$ cat config.mk
export PLATFORM = sky130hd
export DESIGN_NAME = trd_table_read
export DESIGN_NICKNAME = d
export VERILOG_FILES = /design/src/rtl/trd_pkg.sv /design/src/rtl/trd_q_phase.sv /design/src/rtl/trd_table_read.sv
export SDC_FILE = /design/constraint.sdc
export NUM_CORES = 1
export LEC_CHECK = 0
export BUFFER_PORTS_ARGS = -buffer_cell sky130_fd_sc_hd__buf_2
export CORE_ASPECT_RATIO = 0.7
export CORE_MARGIN = 1
export CORE_UTILIZATION = 50
export DETAILED_ROUTE_END_ITERATION = 7
export PLACE_DENSITY = 0.78
export SLEW_MARGIN = 5
export SYNTH_ARGS = -nofsm -noshare
export SYNTH_HDL_FRONTEND = slang
export SYNTH_HIERARCHICAL = 1
export SYNTH_SLANG_ARGS = --single-unit
$ cat constraint.sdc
create_clock -name pclk -period 2.95 [get_ports pclk]
set_input_delay 0.295 -clock pclk [delete_from_list [all_inputs] [get_ports pclk]]
set_output_delay 0.295 -clock pclk [all_outputs]
set_load 0.02 [all_outputs]
$ cat src/rtl/trd_pkg.sv
package trd_pkg;

    // Register byte offsets on the APB slave.
    localparam logic [7:0]  TRD_OFS_INSTR   = 8'h00;
    localparam logic [7:0]  TRD_OFS_STATUS  = 8'h04;
    localparam logic [7:0]  TRD_OFS_POINTER = 8'h08;
    localparam logic [7:0]  TRD_OFS_LATCH   = 8'h0c;
    localparam logic [7:0]  TRD_OFS_RESULT  = 8'h10;

    // Opcode layout of the table-read instruction word.
    localparam int          TRD_OPC_MSB     = 15;
    localparam int          TRD_OPC_LSB     = 10;
    localparam logic [5:0]  TRD_OPC_CODE    = 6'h2a;
    localparam int          TRD_T_BIT       = 9;
    localparam int          TRD_I_BIT       = 8;
    localparam int          TRD_F_MSB       = 7;

    // File address of the program counter low byte.
    localparam logic [7:0]  TRD_PC_LOW_ADDR = 8'h02;

    // Status register bit positions.
    localparam int          TRD_ST_BUSY     = 0;
    localparam int          TRD_ST_DONE     = 1;
    localparam int          TRD_ST_ILLEGAL  = 2;
    localparam int          TRD_ST_CYC_LSB  = 4;

    // Q phases inside one instruction cycle.
    localparam int          TRD_PHASES      = 4;
    localparam int          TRD_Q1          = 0;
    localparam int          TRD_Q2          = 1;
    localparam int          TRD_Q3          = 2;
    localparam int          TRD_Q4          = 3;

    // Instruction cycle counts.
    localparam logic [1:0]  TRD_CYC_NORMAL  = 2'h2;
    localparam logic [1:0]  TRD_CYC_PC_LOW  = 2'h3;

    // Reset values and the pointer step.
    localparam logic [15:0] TRD_RST_WORD    = 16'h0000;
    localparam logic [7:0]  TRD_RST_BYTE    = 8'h00;
    localparam logic [31:0] TRD_RST_DATA    = 32'h0000_0000;
    localparam logic [15:0] TRD_PTR_STEP    = 16'h0001;

    // Execution state, one-hot.
    typedef enum logic [3:0] {
        TRD_ST_IDLE  = 4'b0001,
        TRD_ST_EXEC  = 4'b0010,
        TRD_ST_FETCH = 4'b0100,
        TRD_ST_DUMMY = 4'b1000
    } trd_state_e;

endpackage : trd_pkg

$ cat src/rtl/trd_q_phase.sv
`timescale 1ns/10ps

// Generates the one-hot Q phase of the running instruction cycle.
module trd_q_phase
    import trd_pkg::*;
#(
    parameter int PHASES = TRD_PHASES
)
(
    // Clock and reset.
    input  wire logic              pclk,
    input  wire logic              presetn,
    // Control.
    input  wire logic              run,
    // Phase output.
    output logic [PHASES-1:0]      phase
);

    localparam logic [PHASES-1:0] FIRST = {{(PHASES-1){1'b0}}, 1'b1};

    // Idle holds the first phase so a new instruction starts at once in Q1.
    always_ff @(posedge pclk or negedge presetn)
    begin
        if (!presetn)
        begin
            phase <= FIRST;
        end
        else if (run)
        begin
            phase <= {phase[PHASES-2:0], phase[PHASES-1]};
        end
        else
        begin
            phase <= FIRST;
        end
    end

endmodule : trd_q_phase

$ cat src/rtl/trd_table_read.sv
`timescale 1ns/10ps

module trd_table_read
    import trd_pkg::*;
(
    // Clock and reset.
    input  wire logic        pclk,
    input  wire logic        presetn,
    // APB slave.
    input  wire logic        psel,
    input  wire logic        penable,
    input  wire logic        pwrite,
    input  wire logic [7:0]  paddr,
    input  wire logic [31:0] pwdata,
    output logic      [31:0] prdata,
    output logic             pready,
    output logic             pslverr,
    // Program memory.
    output logic      [15:0] prog_addr,
    output logic             prog_addr_valid,
    output logic             prog_oe_n,
    input  wire logic [15:0] prog_data_in,
    // File register write port.
    output logic             file_wr_en,
    output logic      [7:0]  file_wr_addr,
    output logic      [7:0]  file_wr_data
);

    trd_state_e              state;
    logic [TRD_PHASES-1:0]   phase;
    logic                    busy;
    logic [15:0]             opcode;
    logic [15:0]             table_address_pointer;
    logic [15:0]             program_word_latch;
    logic [7:0]              read_byte;
    logic                    done;
    logic                    illegal;
    logic [1:0]              cycles_used;
    logic                    apb_setup;
    logic                    apb_fire;
    logic                    wr_fire;
    logic                    start;
    logic                    bad_opc;
    logic                    sel_high;
    logic                    do_incr;
    logic [7:0]              file_addr;
    logic                    dest_pc_low;
    logic                    fetch_q4;
    logic                    finish;
    logic                    mapped;
    logic [31:0]             rd_mux;
    wire [7:0] program_word_latch_high = program_word_latch[15:8];
    wire [7:0] program_word_latch_low  = program_word_latch[7:0];
    trd_q_phase #(
        .PHASES (TRD_PHASES)
    ) u_phase (
        .pclk    (pclk),
        .presetn (presetn),
        .run     (busy),
        .phase   (phase)
    );

    // Operand fields of the captured instruction word.
    assign sel_high  = opcode[TRD_T_BIT];
    assign do_incr   = opcode[TRD_I_BIT];
    assign file_addr = opcode[TRD_F_MSB:0];
    assign dest_pc_low = (file_addr == TRD_PC_LOW_ADDR);

    // APB handshake terms; the access edge is the one with pready high.
    assign apb_setup = psel & penable & ~pready;
    assign apb_fire  = psel & penable & pready;
    assign wr_fire   = apb_fire & pwrite;
    // An instruction write starts only from idle; a busy core ignores it.
    // opcode match decode
    assign bad_opc   = (pwdata[TRD_OPC_MSB:TRD_OPC_LSB] != TRD_OPC_CODE);
    assign start     = wr_fire & (paddr == TRD_OFS_INSTR) & ~busy & ~bad_opc;
    assign fetch_q4  = (state == TRD_ST_FETCH) & phase[TRD_Q4];
    assign finish    = phase[TRD_Q4] & ((state == TRD_ST_DUMMY) | ((state == TRD_ST_FETCH) & ~dest_pc_low));

    // Sequencer over instruction cycles; each Q phase lasts one clock.
    // two or three cycles
    always_ff @(posedge pclk or negedge presetn)
    begin
        if (!presetn)
        begin
            state <= TRD_ST_IDLE;
            busy  <= 1'b0;
        end
        else
        begin
            case (state)
                TRD_ST_IDLE:
                begin
                    if (start)
                    begin
                        state <= TRD_ST_EXEC;
                        busy  <= 1'b1;
                    end
                end
                TRD_ST_EXEC:
                begin
                    if (phase[TRD_Q4])
                    begin
                        state <= TRD_ST_FETCH;
                    end
                end
                TRD_ST_FETCH:
                begin
                    if (phase[TRD_Q4])
                    begin
                        state <= dest_pc_low ? TRD_ST_DUMMY : TRD_ST_IDLE;
                        busy  <= dest_pc_low;
                    end
                end
                TRD_ST_DUMMY:
                begin
                    if (phase[TRD_Q4])
                    begin
                        state <= TRD_ST_IDLE;
                        busy  <= 1'b0;
                    end
                end
                default:
                begin
                    state <= TRD_ST_IDLE;
                    busy  <= 1'b0;
                end
            endcase
        end
    end

    // Instruction word is kept for the whole execution and reads back.
    always_ff @(posedge pclk or negedge presetn)
    begin
        if (!presetn)
        begin
            opcode <= TRD_RST_WORD;
        end
        else if (start)
        begin
            opcode <= pwdata[15:0];
        end
    end

    // Cycle one: latch byte read in Q2, staged in Q3, written in Q4.
    // Q phase activity
    always_ff @(posedge pclk or negedge presetn)
    begin
        if (!presetn)
        begin
            read_byte    <= TRD_RST_BYTE;
            file_wr_en   <= 1'b0;
            file_wr_addr <= TRD_RST_BYTE;
            file_wr_data <= TRD_RST_BYTE;
        end
        else
        begin
            if ((state == TRD_ST_EXEC) && phase[TRD_Q2])
            begin
                read_byte <= sel_high ? program_word_latch_high : program_word_latch_low;
            end
            if ((state == TRD_ST_EXEC) && phase[TRD_Q3])
            begin
                file_wr_en   <= 1'b1;
                file_wr_addr <= file_addr;
                file_wr_data <= read_byte;
            end
            else
            begin
                file_wr_en <= 1'b0;
            end
        end
    end

    // Cycle two drives the bus; the memory answers while the strobe is low.
    // address and strobe
    always_ff @(posedge pclk or negedge presetn)
    begin
        if (!presetn)
        begin
            prog_addr       <= TRD_RST_WORD;
            prog_addr_valid <= 1'b0;
            prog_oe_n       <= 1'b1;
        end
        else
        begin
            if ((state == TRD_ST_FETCH) && phase[TRD_Q1])
            begin
                prog_addr       <= table_address_pointer;
                prog_addr_valid <= 1'b1;
            end
            else if (fetch_q4)
            begin
                prog_addr_valid <= 1'b0;
            end
            prog_oe_n <= ~((state == TRD_ST_FETCH) & phase[TRD_Q3]);
        end
    end

    // Latch reload at the end of the strobe; software may preload it when idle.
    // whole latch reload
    always_ff @(posedge pclk or negedge presetn)
    begin
        if (!presetn)
        begin
            program_word_latch <= TRD_RST_WORD;
        end
        else if (fetch_q4)
        begin
            program_word_latch <= prog_data_in;
        end
        else if (wr_fire && (paddr == TRD_OFS_LATCH) && !busy)
        begin
            program_word_latch <= pwdata[15:0];
        end
    end

    // Pointer moves on the same edge that reloads the latch, so the next
    // table read already sees the advanced address.
    always_ff @(posedge pclk or negedge presetn)
    begin
        if (!presetn)
        begin
            table_address_pointer <= TRD_RST_WORD;
        end
        else if (fetch_q4 && do_incr)
        begin
            table_address_pointer <= table_address_pointer + TRD_PTR_STEP;
        end
        else if (wr_fire && (paddr == TRD_OFS_POINTER) && !busy)
        begin
            table_address_pointer <= pwdata[15:0];
        end
    end

    // Sticky status; a hardware set in the clearing cycle wins.
    always_ff @(posedge pclk or negedge presetn)
    begin
        if (!presetn)
        begin
            done        <= 1'b0;
            illegal     <= 1'b0;
            cycles_used <= 2'h0;
        end
        else
        begin
            if (finish)
            begin
                done        <= 1'b1;
                cycles_used <= dest_pc_low ? TRD_CYC_PC_LOW : TRD_CYC_NORMAL;
            end
            else if (wr_fire && (paddr == TRD_OFS_STATUS) && pwdata[TRD_ST_DONE])
            begin
                done <= 1'b0;
            end
            if (wr_fire && (paddr == TRD_OFS_INSTR) && !busy && bad_opc)
            begin
                illegal <= 1'b1;
            end
            else if (wr_fire && (paddr == TRD_OFS_STATUS) && pwdata[TRD_ST_ILLEGAL])
            begin
                illegal <= 1'b0;
            end
        end
    end

    // Read mux and address map check.
    always_comb
    begin
        mapped = 1'b1;
        rd_mux = TRD_RST_DATA;
        case (paddr)
            TRD_OFS_INSTR:   rd_mux[15:0] = opcode;
            TRD_OFS_STATUS:
            begin
                rd_mux[TRD_ST_BUSY]                    = busy;
                rd_mux[TRD_ST_DONE]                    = done;
                rd_mux[TRD_ST_ILLEGAL]                 = illegal;
                rd_mux[TRD_ST_CYC_LSB+1:TRD_ST_CYC_LSB] = cycles_used;
            end
            TRD_OFS_POINTER: rd_mux[15:0] = table_address_pointer;
            TRD_OFS_LATCH:   rd_mux[15:0] = program_word_latch;
            TRD_OFS_RESULT:  rd_mux[15:0] = {file_wr_addr, file_wr_data};
            default:         mapped = 1'b0;
        endcase
    end

    // One wait state: pready rises in the second access cycle, which keeps
    // every bus output registered.
    always_ff @(posedge pclk or negedge presetn)
    begin
        if (!presetn)
        begin
            pready  <= 1'b0;
            pslverr <= 1'b0;
            prdata  <= TRD_RST_DATA;
        end
        else
        begin
            pready  <= apb_setup;
            pslverr <= apb_setup & ~mapped;
            if (apb_setup && !pwrite)
            begin
                prdata <= rd_mux;
            end
        end
    end
    // Helper logic for the checks below.
    logic [3:0] busy_cnt;
    always_ff @(posedge pclk or negedge presetn)
    begin
        if (!presetn)
        begin
            busy_cnt <= 4'h0;
        end
        else
        begin
            busy_cnt <= start ? 4'h0 : (busy ? busy_cnt + 4'h1 : busy_cnt);
        end
    end
endmodule : trd_table_read

### After elaboration in Yosys (flattened, before gate mapping)

Cells that the tools add are included.

* eq/ne operators: 14
* mux-type cells: 29
* add/subtract/negate cells: 1
* reductions and logical operators: 26
* bitwise logic cells: 20

Operators with widths (number)
* $mux 16: 4
* $pmux 10 s4: 1
* $mux 4: 6
* $add 16x1->16 const B: 1
* $eq 8x4->1 const B: 2
* $pmux 4 s4: 1
* $logic_and 1x1->1: 15
* $pmux 3 s5: 1
* $and 1x1->1: 12
* $mux 1: 12
* $pmux 2 s5: 1
* $reduce_bool 2->1: 5
* $eq 8x2->1 const B: 1
* $eq 8x3->1 const B: 1
* $eq 8x5->1 const B: 1
* $logic_not 8->1: 1
* $mux 8: 1
* $pmux 1 s4: 2
* $reduce_and 4->1: 2
* $not 1->1: 7
* $ne 2x1->1 const B: 3
* $ne 6x6->1 const B: 1
* $reduce_or 5->1: 1
* $eq 4x1->1 const B: 1
* 6 further kinds: 7

* bits in registers: 122
* output and inout port bits: 69
* word-level logic and storage cells: 109
* bits of input ports: 61

### Longest topological paths before layout

* depth after elaboration: 8
* depth in mapped cells: 7
* mapped depth without buffers: 6

### Hierarchy

The synthesis kept the hierarchy.

By module, submodules not included
* trd_table_read: area an instance 5743.0 sq um, instances 1, cells each 542, seq. area each 2955.3 sq um
* trd_q_phase: area an instance 126.4 sq um, instances 1, cells each 8, seq. area each 101.3 sq um

### Worst setup path before layout

No wires, ideal clock.

* kind: reg2reg
* start point: register state[1]
* end point: register table_address_pointer[12]
* data required time: 2.821 ns
* cell stages (with the launch flop): 8
* period minus slack after synthesis: 2.200 ns
* library setup time: 0.129 ns
* buffers on the path: 2
* slack: 0.750 ns
* arrival: 2.071 ns
* path through: dfrtp_1 buf_6 or4b_4 or3_1 buf_2 or3_4 nand3_2 o211ai_2

* cells in the longest elaborated chain, start to end: 4
* elaborated cells on any way between the ends: 5
* classes of those cells: eq/ne (1); mux (1); bitwise (1); reduce/logical (2)

RTL lines
* start, declared: line trd_table_read.sv:29 `trd_state_e state;`
* start signal, assigned: line trd_table_read.sv:111 `state <= dest_pc_low ? TRD_ST_DUMMY : TRD_ST_IDLE;`
* $eq 4x3->1 (*): line trd_table_read.sv:77 `assign fetch_q4 = (state == TRD_ST_FETCH) & phase[TRD_Q4];`
* $and 1x1->1 (*): line trd_table_read.sv:77
* $logic_and 1x1->1 (*): line trd_table_read.sv:226 `else if (fetch_q4 && do_incr)`
* $mux 16 / $reduce_bool 2->1 (equally long branches)
* end signal, assigned: line trd_table_read.sv:228 `table_address_pointer <= table_address_pointer + TRD_PTR_STEP;`
* end signal, assigned: line trd_table_read.sv:232 `table_address_pointer <= pwdata[15:0];`
* end, declared: line trd_table_read.sv:33 `logic [15:0] table_address_pointer;`

Mark *: on every way between the ends. The rest lies on a longest branch, timed or not.
A chain may end at the register's enable or synchronous reset.

### Final worst setup path

* start point: register state[1]
* end point: register table_address_pointer[15]

Same word-level chain as after synthesis.

==> metrics.txt <==
fillers=941; Total GRT Usage=27.5%; max_cap viols=0; crit path cell chain=nor4b_2 > nand3_1 > and2_1 > a311oi_1 > a311oi_1; Area Growth Syn to Fin=20.1%; RSZ-0062 raised after global routing=no; top post-synthesis cells by area=dfrtp_1, mux2_2, mux2i_1; Multi-input gate area=0.00259 sq mm; Remaining Overflow, GRT=0; CP endpoint kind=flop; Post-Synth Simple-Gate Area=between 10% and 20%; first-pass detailed-route iteration total=5; Syn Inst Count=550; most common cell in the synthesized netlist=dfrtp_1; CTS clock-pin slew for the worst setup and hold paths=roughly 0.060 ns; largest family of logic cells by synthesized area=multiplexers; critical path class=flop to flop; final wirelength=15700 microns; violated checks=hold timing; Leak Pwr=3.55 nW; mean routed wirelength per cell=approximately 19 microns; peak supply drop=between 0.4 and 0.5 mV; first-pass GRT wire length=24900 microns; Die X=131 microns; worst slew pin tran=1.22 ns; Compound-Gate Fraction of Synth Area=roughly an eighth; top sig layer=met4; Synth cell types=53; Arrival @ worst endpoint=2.62 ns; CTS Root Cell=clkbuf_16; crit-path leading delay family=simple AND/OR/NAND/NOR gates; Die H=92.7 microns; Buf/Inv on CP=0; share of layout cells above drive strength 1=31.4%; top_reg_cell synth=dfrtp_1; maximum fanout along the worst path=11; DP HPWL=11500 microns; number of global-route vias before repair=~4600; area share of the largest cell type after synthesis=50.7%; TritonCTS clock tree=built; mean number of vias per cell=between 5 and 6; postcts setup bufs=0; CTS Buf Count=17; antenna violations before repair=0; Final Wtd Congestion=about 0.90; largest area contributor in the netlist=dfrtp_1; # IOs=130; metal2 WL=7130 microns; Crit path top cell by count=a311oi_1; Routed Antenna Nets=0; Worst path slowest cell=nor4b_2; worst hold slack=-0.0215 ns; Max Slew Vio Count=0; Req. time, crit path=3.23 ns; sequential element share of the synthesized area=a little over half; die area=0.0122 sq mm; Clk Latency, worst-skew pair=roughly 0.42 ns; # setup viols final=0; crit path time final=2.34 ns; crit path launch type=flop; Clock Skew=about 0.0087 ns; Worst path max stage delay=0.60 ns; Fmax achieved=about 0.43 GHz; Mapped Avg Cell Area=10.7 sq um; Setup TNS=0 ns; #FFs+latches synth=122; Post-Syn Area=0.00587 sq mm; PostCTS Resize Cnt=0; Residual DRC=0; slew margin rel.=18.2%; IO buf count=97; Worst Hold Class=primary input to async pin; WL met3=1160 microns; async set-or-reset flop fraction in the synthesized netlist=100%; run status=complete, but fails checks; FF/Latch Area=0.00306 sq mm; Post-synth EDFFs=0; mux share of post-synthesis cell area=~16%; clk sink count=122; Adder-Cell Fraction of Synth Area=0.213%; Core Rows=32; Bufs on Longest Clock Path=2; final worst-path cycle share=about four fifths; dpl ws=between 0.6 and 0.7 ns; total core area=0.0112 sq mm; Initial Utilization=52.4%; total vias in the final route=4688; Post-Synth XOR/XNOR Area=0.298%; initial drt markers=between 200 and 300; Syn. warnings=6; worst setup margin=around 0.61 ns; M1 wire length=7250 microns; H-tree levels=4; PwrDens=around 560 mW/mm^2; commonest cells in the netlist=dfrtp_1, nand2_1, o21ai_0, mux2_2, nor2_1; final hold vios=15; pin count of the biggest net entering global routing=67; Inserted Diodes=0; Final nets=710; hold bufs inserted after CTS=0
==> kinds of logic after synthesis <==
family,after synthesis
and+or+nand+nor,173
DFF,122
AOI/OAI and AO/OA,118
muxes,79
buffers and inverters,54
xor gates and xnor gates,2
adders and majority gates,1
other,1
==> power by group <==
group / switching (mW) / total, mW / internal [mW]
combinational: 0.134 / 0.204 / 0.0704
sequential: 0.0159 / 1.71 / 1.69
clock: 0.725 / 2.02 / 1.30
total: 0.875 / 3.93 / 3.06
==> per-stage QoR <==
step                instance area (sq um)  std cells  total power [mW]  hold slack (ns)  utilization [%]
floorplan                            5930        565              1.84        -0.000591                -
global placement                     6480        782              1.93            0.412             57.8
detailed placement                   6480        782              1.94            0.418             57.8
CTS                                  7050        813              3.95           0.0138             62.9
global route                         7050        813              4.04           0.0419             62.9
finish                               7050        813              3.93          -0.0215             62.9
==> state kept, by name, summed over array words and instances (netlist names), 8 cells and up <==
register / flops
prog_addr: 16
read_byte: 8
file_wr_data: 8
file_wr_addr: 8
opcode: 16
program_word_latch: 16
table_address_pointer: 16
prdata: 16
==> per-layer routing <==
layer	global-route usage, %	vias to the layer above
met5	0	-
met4	8.62	0
met3	6.46	21
met2	42.3	210
met1	38.7	2321
li1	-	2136
==> cell usage in the layout (no fill, tap or decap), drive strengths merged, types with 5 or more instances in the layout <==
cell type / synthesis / layout
a22oi: 7 / 7
nand3: 15 / 15
nor2: 32 / 32
nor4b: 5 / 5
and3: 7 / 7
conb: 1 / 16
nand2: 60 / 60
mux2: 49 / 49
buf: 25 / 112
mux4: 5 / 5
and2: 9 / 9
nor2b: 6 / 6
nand2b: 5 / 5
clkbuf: 23 / 23
a211oi: 5 / 5
mux2i: 25 / 25
dfrtp: 119 / 119
a21oi: 30 / 30
nand4: 6 / 6
nor3: 8 / 8
o21ai: 50 / 50
clkinv: 0 / 6
inv: 6 / 6
o211ai: 6 / 6
==> final timing paths <==
path,end,slack (ns),from,cells after the start
worst max-delay path,table_address_pointer[15],0.61,state[1],5
worst min-delay path,u_phase/phase[3],-0.02,presetn,1
worst max register to register,table_address_pointer[15],0.61,state[1],5
worst min register to register,prog_oe_n,0.42,u_phase/phase[2],1
max in group asynchronous,table_address_pointer[14],2.18,presetn,2
min in group pclk,table_address_pointer[12],0.14,pwdata[12],3
==> cell type report <==
type | count | area share [%]
flip-flops and latches | 122 | 43.4
clock buffers | 23 | 6.78
inverters | 6 | 0.319
well taps | 153 | 2.72
repair buffers | 112 | 8.70
multi-input cells | 389 | 36.8
clock inverters | 8 | 1.33
Power figures use the tool's default switching activity.
